===== src/radio_link_cfg.svh =====
// Constants for the radio channel configuration link
`ifndef RADIO_LINK_CFG_SVH
`define RADIO_LINK_CFG_SVH

// Timing
`define CLK_HZ      100000000
`define BAUD        2400
`define BIT_CYC     (`CLK_HZ / `BAUD)
`define PROG_MS     50
`define PROG_CYC    (`PROG_MS * (`CLK_HZ / 1000))

// Argument limits
`define CH_MAX      17'h0001F
`define N_MAX       17'h0FFFF
`define R_MAX       17'h03FFF

// Factory divider values
`define N_CH0_TX    16'h1B12
`define N_CH0_RX    16'h17BA
`define R_TX        14'h0190
`define R_RX        14'h0208

// Characters and keywords
`define CHR_CR      8'h0D
`define CHR_SP      8'h20
`define CHR_HASH    8'h23
`define CHR_SLASH   8'h2F
`define UNLOCK_TXT  128'h454E41424C4553455249414C4D4F4445
`define KW_SER_CHAN 48'h474F4348414E
`define KW_STORE    48'h00004C4F4144
`define KW_PAR_SEL  48'h534554504152
`define KW_SER_SEL  48'h534554534552
`define KW_REF_DIV  48'h5256414C5545
`define KW_SINGLE   48'h53494E474C45

// Host register offsets and fields
`define REG_CMD     4'h0
`define REG_ARG     4'h4
`define REG_PINS    4'h8
`define REG_STATUS  4'hC
`define ARG_VAL_LSB 8
`define PIN_EN_BIT  4
`define PIN_SER_BIT 5
`define PINS_RST    6'h1F

`endif


===== src/radio_link_pkg.sv =====
// Types shared by both ends of the radio channel configuration link
package radio_link_pkg;

  typedef enum logic [1:0] {
    RX_IDLE  = 2'b00,
    RX_START = 2'b01,
    RX_DATA  = 2'b10,
    RX_STOP  = 2'b11
  } rx_state_t;

  typedef enum logic [1:0] {
    MODE_PAR    = 2'b00,
    MODE_SER    = 2'b01,
    MODE_SINGLE = 2'b10
  } chan_mode_t;

  typedef enum logic [1:0] {
    TX_IDLE  = 2'b00,
    TX_SEND  = 2'b01,
    TX_PAUSE = 2'b10
  } tx_state_t;

  typedef enum logic [3:0] {
    CMD_UNLOCK       = 4'h0,
    CMD_SER_CHAN     = 4'h1,
    CMD_STORE        = 4'h2,
    CMD_PAR_SEL      = 4'h3,
    CMD_SER_SEL      = 4'h4,
    CMD_REF_DIV      = 4'h5,
    CMD_SINGLE       = 4'h6,
    CMD_LOCK         = 4'h7,
    CMD_CLEAR        = 4'h8
  } cmd_kind_t;

  typedef struct packed {
    logic [47:0] kw;
    logic [2:0]  kw_len;
    logic [1:0]  field;
    logic [16:0] acc_a;
    logic [2:0]  cnt_a;
    logic [16:0] acc_b;
    logic [2:0]  cnt_b;
    logic        bad;
  } line_t;

  typedef struct packed {
    logic [5:0]        sync1;
    logic [5:0]        sync2;
    logic [5:0]        sync3;
    logic [5:0]        lvl;
    rx_state_t         rx_st;
    logic [16:0]       tmr;
    logic [2:0]        bit_idx;
    logic [7:0]        sh;
    logic [4:0]        unlock_idx;
    logic              cmd_on;
    line_t             ln;
    logic [31:0][15:0] nv;
    chan_mode_t        mode;
    logic [4:0]        ser_chan;
    logic [13:0]       r_val;
    logic [15:0]       single_n;
    logic              single_ok;
    logic [23:0]       prog;
    logic [4:0]        out_chan;
    logic [15:0]       out_n;
    logic [13:0]       out_r;
    logic              out_on;
  } dev_state_t;

  typedef struct packed {
    tx_state_t   st;
    logic [135:0] line;
    logic [4:0]  left;
    logic [3:0]  pos;
    logic [16:0] tmr;
    logic [23:0] pause;
    logic [3:0]  kind;
    logic [27:0] arg;
    logic [5:0]  pin_cfg;
    logic        ack;
    logic [31:0] dat;
    logic [5:0]  pin_out;
  } host_state_t;

endpackage : radio_link_pkg


===== src/radio_link_if.sv =====
// Pins between the channel configuration host and the radio module
`timescale 1ns/1ns
`default_nettype none
interface radio_link_if;
  logic chan_sel0_prog_in;
  logic chan_sel1;
  logic chan_sel2;
  logic chan_sel3;
  logic transmit_enable_n;
  logic receive_enable;

  modport device (
    input chan_sel0_prog_in, chan_sel1, chan_sel2, chan_sel3,
    input transmit_enable_n, receive_enable
  );
  modport host (
    output chan_sel0_prog_in, chan_sel1, chan_sel2, chan_sel3,
    output transmit_enable_n, receive_enable
  );
endinterface : radio_link_if
`default_nettype wire


===== src/radio_link_device.sv =====
// Radio module end: serial command interpreter and channel selection
//
// The implementer's own choices: the Wishbone interface to the registers and the register offsets.
`include "radio_link_cfg.svh"
`timescale 1ns/1ns
`default_nettype none
module radio_link_device
  import radio_link_pkg::*;
#(
  parameter bit          IS_TX    = 1'b1,
  parameter int          BIT_CYC  = `BIT_CYC,
  parameter int          PROG_CYC = `PROG_CYC,
  parameter logic [15:0] N_CH0    = IS_TX ? `N_CH0_TX : `N_CH0_RX,
  parameter logic [13:0] R_FACT   = IS_TX ? `R_TX : `R_RX
) (
  input  wire logic  clk_i,
  input  wire logic  rst_i,
  input  wire logic  factory_load_i,
  radio_link_if.device link,
  output logic [4:0] channel_o,
  output logic [15:0] n_div_o,
  output logic [13:0] r_div_o,
  output logic       operative_o,
  output logic       cmd_mode_o,
  output logic       prog_busy_o
);

  localparam logic [16:0] BIT_LAST  = 17'(BIT_CYC - 1);
  localparam logic [16:0] HALF_LAST = 17'(BIT_CYC / 2 - 1);
  // Unlock phrase as a named constant so that single characters can be selected
  localparam logic [127:0] UNLOCK   = `UNLOCK_TXT;

  dev_state_t  s_q;
  dev_state_t  s_d;
  logic [5:0]  pins;
  logic        rx_bit;
  logic        byte_v;
  logic [7:0]  ch;
  logic        enabled;
  logic        go;
  logic [4:0]  par_chan;
  logic [4:0]  cur_chan;
  logic [16:0] acc_n;

  // Two-digit channel number within 00..31
  function automatic logic chan_ok(input logic [16:0] acc, input logic [2:0] cnt);
    chan_ok = (cnt == 3'h2) && (acc <= `CH_MAX);
  endfunction : chan_ok

  // Decimal value of one to five digits within a limit
  function automatic logic val_ok(input logic [16:0] acc, input logic [2:0] cnt,
                                  input logic [16:0] lim);
    val_ok = (cnt != 3'h0) && (acc <= lim);
  endfunction : val_ok

  // Factory channel table built from the channel 0 divider
  function automatic logic [31:0][15:0] factory_table(input logic [15:0] base);
    logic [31:0][15:0] t;
    t = '0;
    for (int c = 0; c < 32; c++) begin
      if (c < 4) begin
        t[c] = base + 16'(c);
      end else if (c < 8) begin
        t[c] = base - 16'h0001;
      end else begin
        t[c] = base + 16'h0003;
      end
    end
    factory_table = t;
  endfunction : factory_table

  // Raw pins: [5] rx enable, [4] tx enable, [3:0] select
  assign pins = {link.receive_enable, link.transmit_enable_n, link.chan_sel3,
                 link.chan_sel2, link.chan_sel1, link.chan_sel0_prog_in};

  // Whole next-state computation
  always_comb begin
    s_d    = s_q;
    byte_v = 1'b0;
    go     = 1'b0;
    acc_n  = '0;
    ch     = s_q.sh;

    // Three-stage synchronisers, a change counts once stages two and three agree
    s_d.sync1 = pins;
    s_d.sync2 = s_q.sync1;
    s_d.sync3 = s_q.sync2;
    s_d.lvl   = (s_q.sync2 & s_q.sync3) | (s_q.lvl & (s_q.sync2 ^ s_q.sync3));

    rx_bit   = ~s_q.lvl[0];
    par_chan = {1'b0, ~s_q.lvl[3:0]};
    enabled  = IS_TX ? ~s_q.lvl[4] : s_q.lvl[5];

    // Asynchronous receiver, mid-bit sampling
    unique case (s_q.rx_st)
      RX_IDLE: begin
        s_d.tmr = '0;
        if (!rx_bit) begin
          s_d.rx_st = RX_START;
        end
      end
      RX_START: begin
        s_d.tmr = s_q.tmr + 17'h00001;
        if (s_q.tmr == HALF_LAST) begin
          s_d.tmr     = '0;
          s_d.bit_idx = '0;
          s_d.rx_st   = rx_bit ? RX_IDLE : RX_DATA;
        end
      end
      RX_DATA: begin
        s_d.tmr = s_q.tmr + 17'h00001;
        if (s_q.tmr == BIT_LAST) begin
          s_d.tmr     = '0;
          s_d.sh      = {rx_bit, s_q.sh[7:1]};
          s_d.bit_idx = s_q.bit_idx + 3'h1;
          if (s_q.bit_idx == 3'h7) begin
            s_d.rx_st = RX_STOP;
          end
        end
      end
      RX_STOP: begin
        s_d.tmr = s_q.tmr + 17'h00001;
        if (s_q.tmr == BIT_LAST) begin
          // Back to idle mid-stop, so a second stop bit is simply idle line
          s_d.rx_st = RX_IDLE;
          byte_v    = rx_bit;
        end
      end
    endcase

    // Command interpreter
    if (byte_v) begin
      if (!s_q.cmd_on) begin
        if (s_q.unlock_idx == 5'h10 && ch == `CHR_CR) begin
          s_d.cmd_on     = 1'b1;
          s_d.unlock_idx = '0;
          s_d.ln         = '0;
        end else if (s_q.unlock_idx != 5'h10 &&
                     ch == UNLOCK[8'(127 - 8 * s_q.unlock_idx) -: 8]) begin
          s_d.unlock_idx = s_q.unlock_idx + 5'h01;
        end else begin
          s_d.unlock_idx = (ch == UNLOCK[127:120]) ? 5'h01 : 5'h00;
        end
      end else if (ch == `CHR_HASH) begin
        s_d.cmd_on = 1'b0;
        s_d.ln     = '0;
      end else if (ch == `CHR_SLASH) begin
        s_d.ln = '0;
      end else if (ch == `CHR_CR) begin
        go     = enabled && !s_q.ln.bad;
        s_d.ln = '0;
      end else if (ch == `CHR_SP) begin
        if (s_q.ln.field == 2'h3) begin
          s_d.ln.bad = 1'b1;
        end else begin
          s_d.ln.field = s_q.ln.field + 2'h1;
        end
      end else if (s_q.ln.field == 2'h0) begin
        if (s_q.ln.kw_len == 3'h6) begin
          s_d.ln.bad = 1'b1;
        end else begin
          s_d.ln.kw     = {s_q.ln.kw[39:0], ch};
          s_d.ln.kw_len = s_q.ln.kw_len + 3'h1;
        end
      end else if (ch >= 8'h30 && ch <= 8'h39 && s_q.ln.field != 2'h3) begin
        // Decimal accumulation, five digits at most
        if (s_q.ln.field == 2'h1) begin
          acc_n = 17'(s_q.ln.acc_a * 17'h0000A + {13'h0, ch[3:0]});
          s_d.ln.bad   = s_q.ln.bad | (s_q.ln.cnt_a == 3'h5);
          s_d.ln.acc_a = acc_n;
          s_d.ln.cnt_a = s_q.ln.cnt_a + 3'h1;
        end else begin
          acc_n = 17'(s_q.ln.acc_b * 17'h0000A + {13'h0, ch[3:0]});
          s_d.ln.bad   = s_q.ln.bad | (s_q.ln.cnt_b == 3'h5);
          s_d.ln.acc_b = acc_n;
          s_d.ln.cnt_b = s_q.ln.cnt_b + 3'h1;
        end
      end else begin
        s_d.ln.bad = 1'b1;
      end
    end

    // Programming pause counter
    if (s_q.prog != 24'h000000) begin
      s_d.prog = s_q.prog - 24'h000001;
    end

    // Execution of a complete line; anything unmatched is dropped
    if (go) begin
      if (s_q.ln.kw == `KW_SER_CHAN && s_q.ln.field == 2'h1 &&
          chan_ok(s_q.ln.acc_a, s_q.ln.cnt_a)) begin
        s_d.ser_chan = s_q.ln.acc_a[4:0];
        s_d.mode     = MODE_SER;
        s_d.prog     = 24'(PROG_CYC);
      end else if (s_q.ln.kw == `KW_STORE && s_q.ln.field == 2'h2 &&
                   chan_ok(s_q.ln.acc_a, s_q.ln.cnt_a) &&
                   val_ok(s_q.ln.acc_b, s_q.ln.cnt_b, `N_MAX)) begin
        s_d.nv[s_q.ln.acc_a[4:0]] = s_q.ln.acc_b[15:0];
        s_d.prog                  = 24'(PROG_CYC);
      end else if (s_q.ln.kw == `KW_PAR_SEL && s_q.ln.field == 2'h0) begin
        s_d.mode = MODE_PAR;
        s_d.prog = 24'(PROG_CYC);
      end else if (s_q.ln.kw == `KW_SER_SEL && s_q.ln.field == 2'h0) begin
        s_d.mode = MODE_SER;
        s_d.prog = 24'(PROG_CYC);
      end else if (s_q.ln.kw == `KW_REF_DIV && s_q.ln.field == 2'h1 &&
                   val_ok(s_q.ln.acc_a, s_q.ln.cnt_a, `R_MAX)) begin
        s_d.r_val = s_q.ln.acc_a[13:0];
        s_d.prog  = 24'(PROG_CYC);
      end else if (s_q.ln.kw == `KW_SINGLE && s_q.ln.field == 2'h1 &&
                   val_ok(s_q.ln.acc_a, s_q.ln.cnt_a, `N_MAX)) begin
        s_d.single_n  = s_q.ln.acc_a[15:0];
        s_d.single_ok = 1'b1;
        s_d.mode      = MODE_SINGLE;
      end
    end

    // Operating channel and dividers
    unique case (s_q.mode)
      MODE_PAR:    cur_chan = par_chan;
      MODE_SER:    cur_chan = s_q.ser_chan;
      MODE_SINGLE: cur_chan = s_q.ser_chan;
      default:     cur_chan = par_chan;
    endcase
    s_d.out_chan = cur_chan;
    s_d.out_n    = (s_q.mode == MODE_SINGLE) ? s_q.single_n : s_q.nv[cur_chan];
    s_d.out_r    = s_q.r_val;
    s_d.out_on   = enabled && (s_q.mode != MODE_SINGLE || s_q.single_ok);

    // Factory defaults for the stored settings
    if (factory_load_i) begin
      s_d.nv       = factory_table(N_CH0);
      s_d.mode     = MODE_PAR;
      s_d.ser_chan = '0;
      s_d.r_val    = R_FACT;
    end

    // Power loss clears volatile state only, stored settings survive
    if (rst_i) begin
      // Pull-up idle levels, so release shows no false enable or select edge
      s_d.sync1      = `PINS_RST;
      s_d.sync2      = `PINS_RST;
      s_d.sync3      = `PINS_RST;
      s_d.lvl        = `PINS_RST;
      s_d.rx_st      = RX_IDLE;
      s_d.tmr        = '0;
      s_d.bit_idx    = '0;
      s_d.sh         = '0;
      s_d.unlock_idx = '0;
      s_d.cmd_on     = 1'b0;
      s_d.ln         = '0;
      s_d.single_ok  = 1'b0;
      s_d.prog       = '0;
      s_d.out_chan   = '0;
      s_d.out_n      = '0;
      s_d.out_r      = '0;
      s_d.out_on     = 1'b0;
    end
  end

  // State register
  always_ff @(posedge clk_i) begin
    s_q <= s_d;
  end

  assign channel_o   = s_q.out_chan;
  assign n_div_o     = s_q.out_n;
  assign r_div_o     = s_q.out_r;
  assign operative_o = s_q.out_on;
  assign cmd_mode_o  = s_q.cmd_on;
  assign prog_busy_o = (s_q.prog != 24'h000000);

endmodule : radio_link_device
`default_nettype wire


===== src/flat_wrapper.sv =====
// flat-port wrapper written by rule: the top's interface ports become plain ports
module radio_link_device_flat import radio_link_pkg::*;
#(
  parameter bit          IS_TX    = 1'b1,
  parameter int          BIT_CYC  = `BIT_CYC,
  parameter int          PROG_CYC = `PROG_CYC,
  parameter logic [15:0] N_CH0    = IS_TX ? `N_CH0_TX : `N_CH0_RX,
  parameter logic [13:0] R_FACT   = IS_TX ? `R_TX : `R_RX
)
  (clk_i, rst_i, factory_load_i, channel_o, n_div_o, r_div_o, operative_o, cmd_mode_o, prog_busy_o, link_chan_sel0_prog_in, link_chan_sel1, link_chan_sel2, link_chan_sel3, link_transmit_enable_n, link_receive_enable);
  radio_link_if link_i ();
  input  wire logic clk_i;
  input  wire logic rst_i;
  input  wire logic factory_load_i;
  output logic [4:0] channel_o;
  output logic [15:0] n_div_o;
  output logic [13:0] r_div_o;
  output logic operative_o;
  output logic cmd_mode_o;
  output logic prog_busy_o;
  input wire logic [$bits(link_i.chan_sel0_prog_in)-1:0] link_chan_sel0_prog_in;
  input wire logic [$bits(link_i.chan_sel1)-1:0] link_chan_sel1;
  input wire logic [$bits(link_i.chan_sel2)-1:0] link_chan_sel2;
  input wire logic [$bits(link_i.chan_sel3)-1:0] link_chan_sel3;
  input wire logic [$bits(link_i.transmit_enable_n)-1:0] link_transmit_enable_n;
  input wire logic [$bits(link_i.receive_enable)-1:0] link_receive_enable;
  assign link_i.chan_sel0_prog_in = link_chan_sel0_prog_in;
  assign link_i.chan_sel1 = link_chan_sel1;
  assign link_i.chan_sel2 = link_chan_sel2;
  assign link_i.chan_sel3 = link_chan_sel3;
  assign link_i.transmit_enable_n = link_transmit_enable_n;
  assign link_i.receive_enable = link_receive_enable;
  radio_link_device #(.IS_TX(IS_TX), .BIT_CYC(BIT_CYC), .PROG_CYC(PROG_CYC), .N_CH0(N_CH0), .R_FACT(R_FACT)) u_core (.clk_i(clk_i), .rst_i(rst_i), .factory_load_i(factory_load_i), .link(link_i), .channel_o(channel_o), .n_div_o(n_div_o), .r_div_o(r_div_o), .operative_o(operative_o), .cmd_mode_o(cmd_mode_o), .prog_busy_o(prog_busy_o));
endmodule

===== config.mk =====
export PLATFORM = sky130hd
export DESIGN_NAME = radio_link_device_flat
export DESIGN_NICKNAME = d
export VERILOG_FILES = /design/src/radio_link_pkg.sv /design/src/radio_link_if.sv /design/src/radio_link_device.sv /design/src/flat_wrapper.sv
export VERILOG_INCLUDE_DIRS = /design/src
export SDC_FILE = /design/constraint.sdc
export NUM_CORES = 2
export LEC_CHECK = 0
export BUFFER_PORTS_ARGS = -buffer_cell sky130_fd_sc_hd__buf_2
export CORE_ASPECT_RATIO = 1.5
export CORE_UTILIZATION = 48
export CTS_CLUSTER_SIZE = 24
export DETAILED_ROUTE_END_ITERATION = 7
export PLACE_DENSITY = 0.75
export SYNTH_ARGS = -nofsm -noshare
export SYNTH_HDL_FRONTEND = slang
export SYNTH_SLANG_ARGS = --single-unit

===== constraint.sdc =====
create_clock -name clk_i -period 5 [get_ports clk_i]
set_input_delay 1 -clock clk_i [delete_from_list [all_inputs] [get_ports clk_i]]
set_output_delay 1 -clock clk_i [all_outputs]
set_load 0.1 [all_outputs]

==> impl_metrics.py <==
metrics = {
    "global_routing": {
        "grt_pass1_wl_um": 143000,
        "grt_pass1_vias": 27400,
        "grt_util_all_layers": 0.238,
        "grt_max_degree": 126,
        "grt_overflow": 0,
        "antenna_found_initial": 1,
    },
    "synthesis": {
        "synth_most_common_cell": "nand2_1",
        "synth_warnings": 0,
        "synth_area_um2": 35500,
        "yosysTopAreaCellShare": 0.420,
        "avgSynthCellArea_um2": 9.08,
        "synth_edf_count": 16,
        "syn_nets": 4010,
        "yosysUniqueCellTypes": 77,
        "yosys-top-cells-count": "nand2_1 (821), dfxtp_1 (744), a21oi_1 (431)",
        "ys_seq_area_frac": 0.434,
        "synth_cells": 3905,
        "synth_top_cell_by_area": "dfxtp_1",
        "synth_area_leaders": "dfxtp_1 (42%), nand2_1 (8.7%), mux4_2 (8.3%)",
        "synth_seq_cells": 760,
        "synthFlopType": "dfxtp_1",
        "synth-async-reset-ratio": 0,
    },
    "pwr": {
        "clockPowerShare": 0.447,
        "swShare": 0.239,
        "vdd_drop_max_mv": 0.454,
        "internal_power_uw": 9800,
        "p_seq_frac": 0.485,
        "power_frac_comb": 0.068,
        "power.density_nw_per_um2": 331,
        "p_sw_uw": 3080,
        "p_leak_uw": 0.0132,
    },
    "timing": {
        "skew_ns": 0.0412,
        "slew_headroom": 0.220,
        "clock.fmax_ghz": 0.251,
        "finalCritPeriodShare": 0.798,
        "tightestPinTransition_ns": 1.16,
        "rsz0062_at_grt": "no",
        "hold_viol_final": 0,
        "finalSetupViolCount": 0,
        "fin_ws_ns": 1.01,
        "fin_setup_tns_ns": 0,
        "slew_viol_final": 0,
        "min_period_ns": 3.99,
    },
    "min_path": {
        "worstHoldPathType": "flip-flop to flip-flop",
        "whs_path_depth": 1,
    },
    "critical_path": {
        "critPathMaxFanout": 22,
        "crit_type": "flip-flop to flip-flop",
        "critPathRequiredTime_ns": 5.51,
        "crit_path_start_kind": "flip-flop",
        "cp_data_arrival_time_ns": 4.50,
        "rr_worst_depth": 12,
        "critPathCaptureType": "flip-flop",
    },
    "cts": {
        "h-tree-depth": 3,
        "cts_setup_buffers": 0,
        "hold_buffers": 0,
        "clk_latency_ns": 0.65,
        "post_cts_resized": 0,
        "clk_pin_slew_ns": 0.06,
        "cts_buffer_depth": 3,
        "cts_tree": "built",
        "cts-root-buf": "clkbuf_16",
        "cts_made_buffers": 72,
        "cts_sinks": 760,
    },
    "route": {
        "drtAntennaViolNets": 0,
        "drc": 0,
        "viasPerCell": 5.66,
        "drt_wl_total_um": 89900,
        "wire_per_inst_um": 18.5,
        "via_count": 27400,
        "dr.first_iter.drc_count": 2037,
        "first_pass_iters": 5,
    },
    "status": {
        "status": "completed",
    },
    "placed_design": {
        "gp_congestion": 0.887,
        "placement.io_buffers": 45,
        "preCtsSetupSlack_ns": 0.982,
        "dp_cells": 4718,
        "dp_hpwl_um": 59600,
    },
    "final_layout": {
        "final_cells": 4850,
        "final_nets": 3913,
        "drive_gt1_frac": 0.122,
        "area_delta_synth_final_pct": 9.77,
        "antennaDiodeCount": 0,
        "multi_input_area_um2": 18700,
        "seqCellArea_um2": 15400,
        "fillers": 6358,
        "postLayoutCoreUtil": 0.535,
    },
    "floorplanning": {
        "dieArea_um2": 75000,
        "die_w_um": 224,
        "row_count": 121,
        "io_pins": 47,
        "core_um2": 72800,
        "die_h_um": 335,
        "start_util": 0.487,
    },
    "run": {
        "max-cap-violations": 0,
    },
}
-- metrics by stage --
stage	area, µm²	power (µW)	hold slack, ns
2_1_floorplan	35500	7090	0.389
3_3_place_gp	36400	7250	0.391
3_5_place_dp	36400	7270	0.401
4_1_cts	38900	13000	0.401
5_1_grt	38900	13300	0.427
6_report	38900	12900	0.393
-- power groups by stage --
stage / registers, µW / logic (µW) / clock network (µW)
final: 6250 / 879 / 5750
after global routing: 6260 / 959 / 6090
after CTS: 6250 / 882 / 5860
after detailed placement: 6390 / 877 / 0
after global placement: 6380 / 861 / 0
after floorplan: 6370 / 716 / 0
-- layout make-up --
| cell class | instances | share of cell area |
|---|---|---|
| Sequential cell | 760 | 0.395 |
| Inverter | 51 | 0.00492 |
| Tap cell | 984 | 0.0316 |
| Multi-Input combinational cell | 2805 | 0.480 |
| Clock buffer | 110 | 0.0551 |
| Clock inverter | 22 | 0.00948 |
| Timing Repair Buffer | 118 | 0.0235 |
-- routing by layer --
layer	routed length, µm	GRT usage	vias up
li1	-	-	13200
met1	34300	0.261	13200
met2	45500	0.427	809
met4	5280	0.150	2
met3	4780	0.0345	239
met5	13	0	-
-- cell usage in the layout (no fill, tap or decap), drive strengths merged, types with 6 or more instances in the layout --
master	count
bufinv	6
nand4	19
clkinv	12
a31oi	9
inv	53
nand3	51
a21o	13
or3	16
nor4	19
buf	118
mux2i	281
nor3	91
a211o	11
dfxtp	744
or4	7
nand2	821
nor2b	82
xnor2	55
nand4b	6
o21ai	51
or2	23
nand2b	19
a21oi	431
xor2	31
nor3b	13
mux4	131
and3	9
o21a	9
a22oi	7
a211oi	57
nor2	384
clkbuf	110
edfxtp	16
ha	92
-- logic make-up (layout without fill, tap and decap cells) --
logic type	Yosys count	after routing	synth area share
AND/OR/NAND/NOR	1590	1590	0.208
AO/OA/AOI/OAI	620	620	0.0983
buffers and inverters	340	301	0.0415
multiplexers	413	413	0.163
flip-flops	760	760	0.434
adder cells (fa/ha/maj)	96	96	0.0347
XOR/XNOR	86	86	0.0212
-- state kept, by name, summed over array words and instances, names as in the netlist --
| register | flops |
|---|---|
| u_core.operative_o | 1 |
| u_core.s_q | 715 |
| u_core.cmd_mode_o | 1 |
| u_core.n_div_o | 16 |
| u_core.ch | 8 |
| u_core.channel_o | 5 |
| u_core.r_div_o | 14 |
-- worst max-delay path, stage by stage, from the launching register on --
cell and delay (ns):
dfxtp_1 0.33, inv_1 0.05, ha_1 0.62, nor2_1 0.16, a21oi_4 0.49, buf_12 0.29
mux4_2 0.52, nor2b_1 0.14, a211oi_1 0.62, a211oi_1 0.10, a21oi_1 0.25, o21ai_0 0.13
nor2b_1 0.14
-- path summary, 6_finish.rpt --
check        slack, ns                end             from
min reg2reg       0.39    u_core.s_q[755]  u_core.s_q[761]
max reg2reg       1.01  u_core.n_div_o[7]   u_core.s_q[96]
max               1.01  u_core.n_div_o[7]   u_core.s_q[96]
min               0.39    u_core.s_q[755]  u_core.s_q[761]
Power figures use the tool's default switching activity.
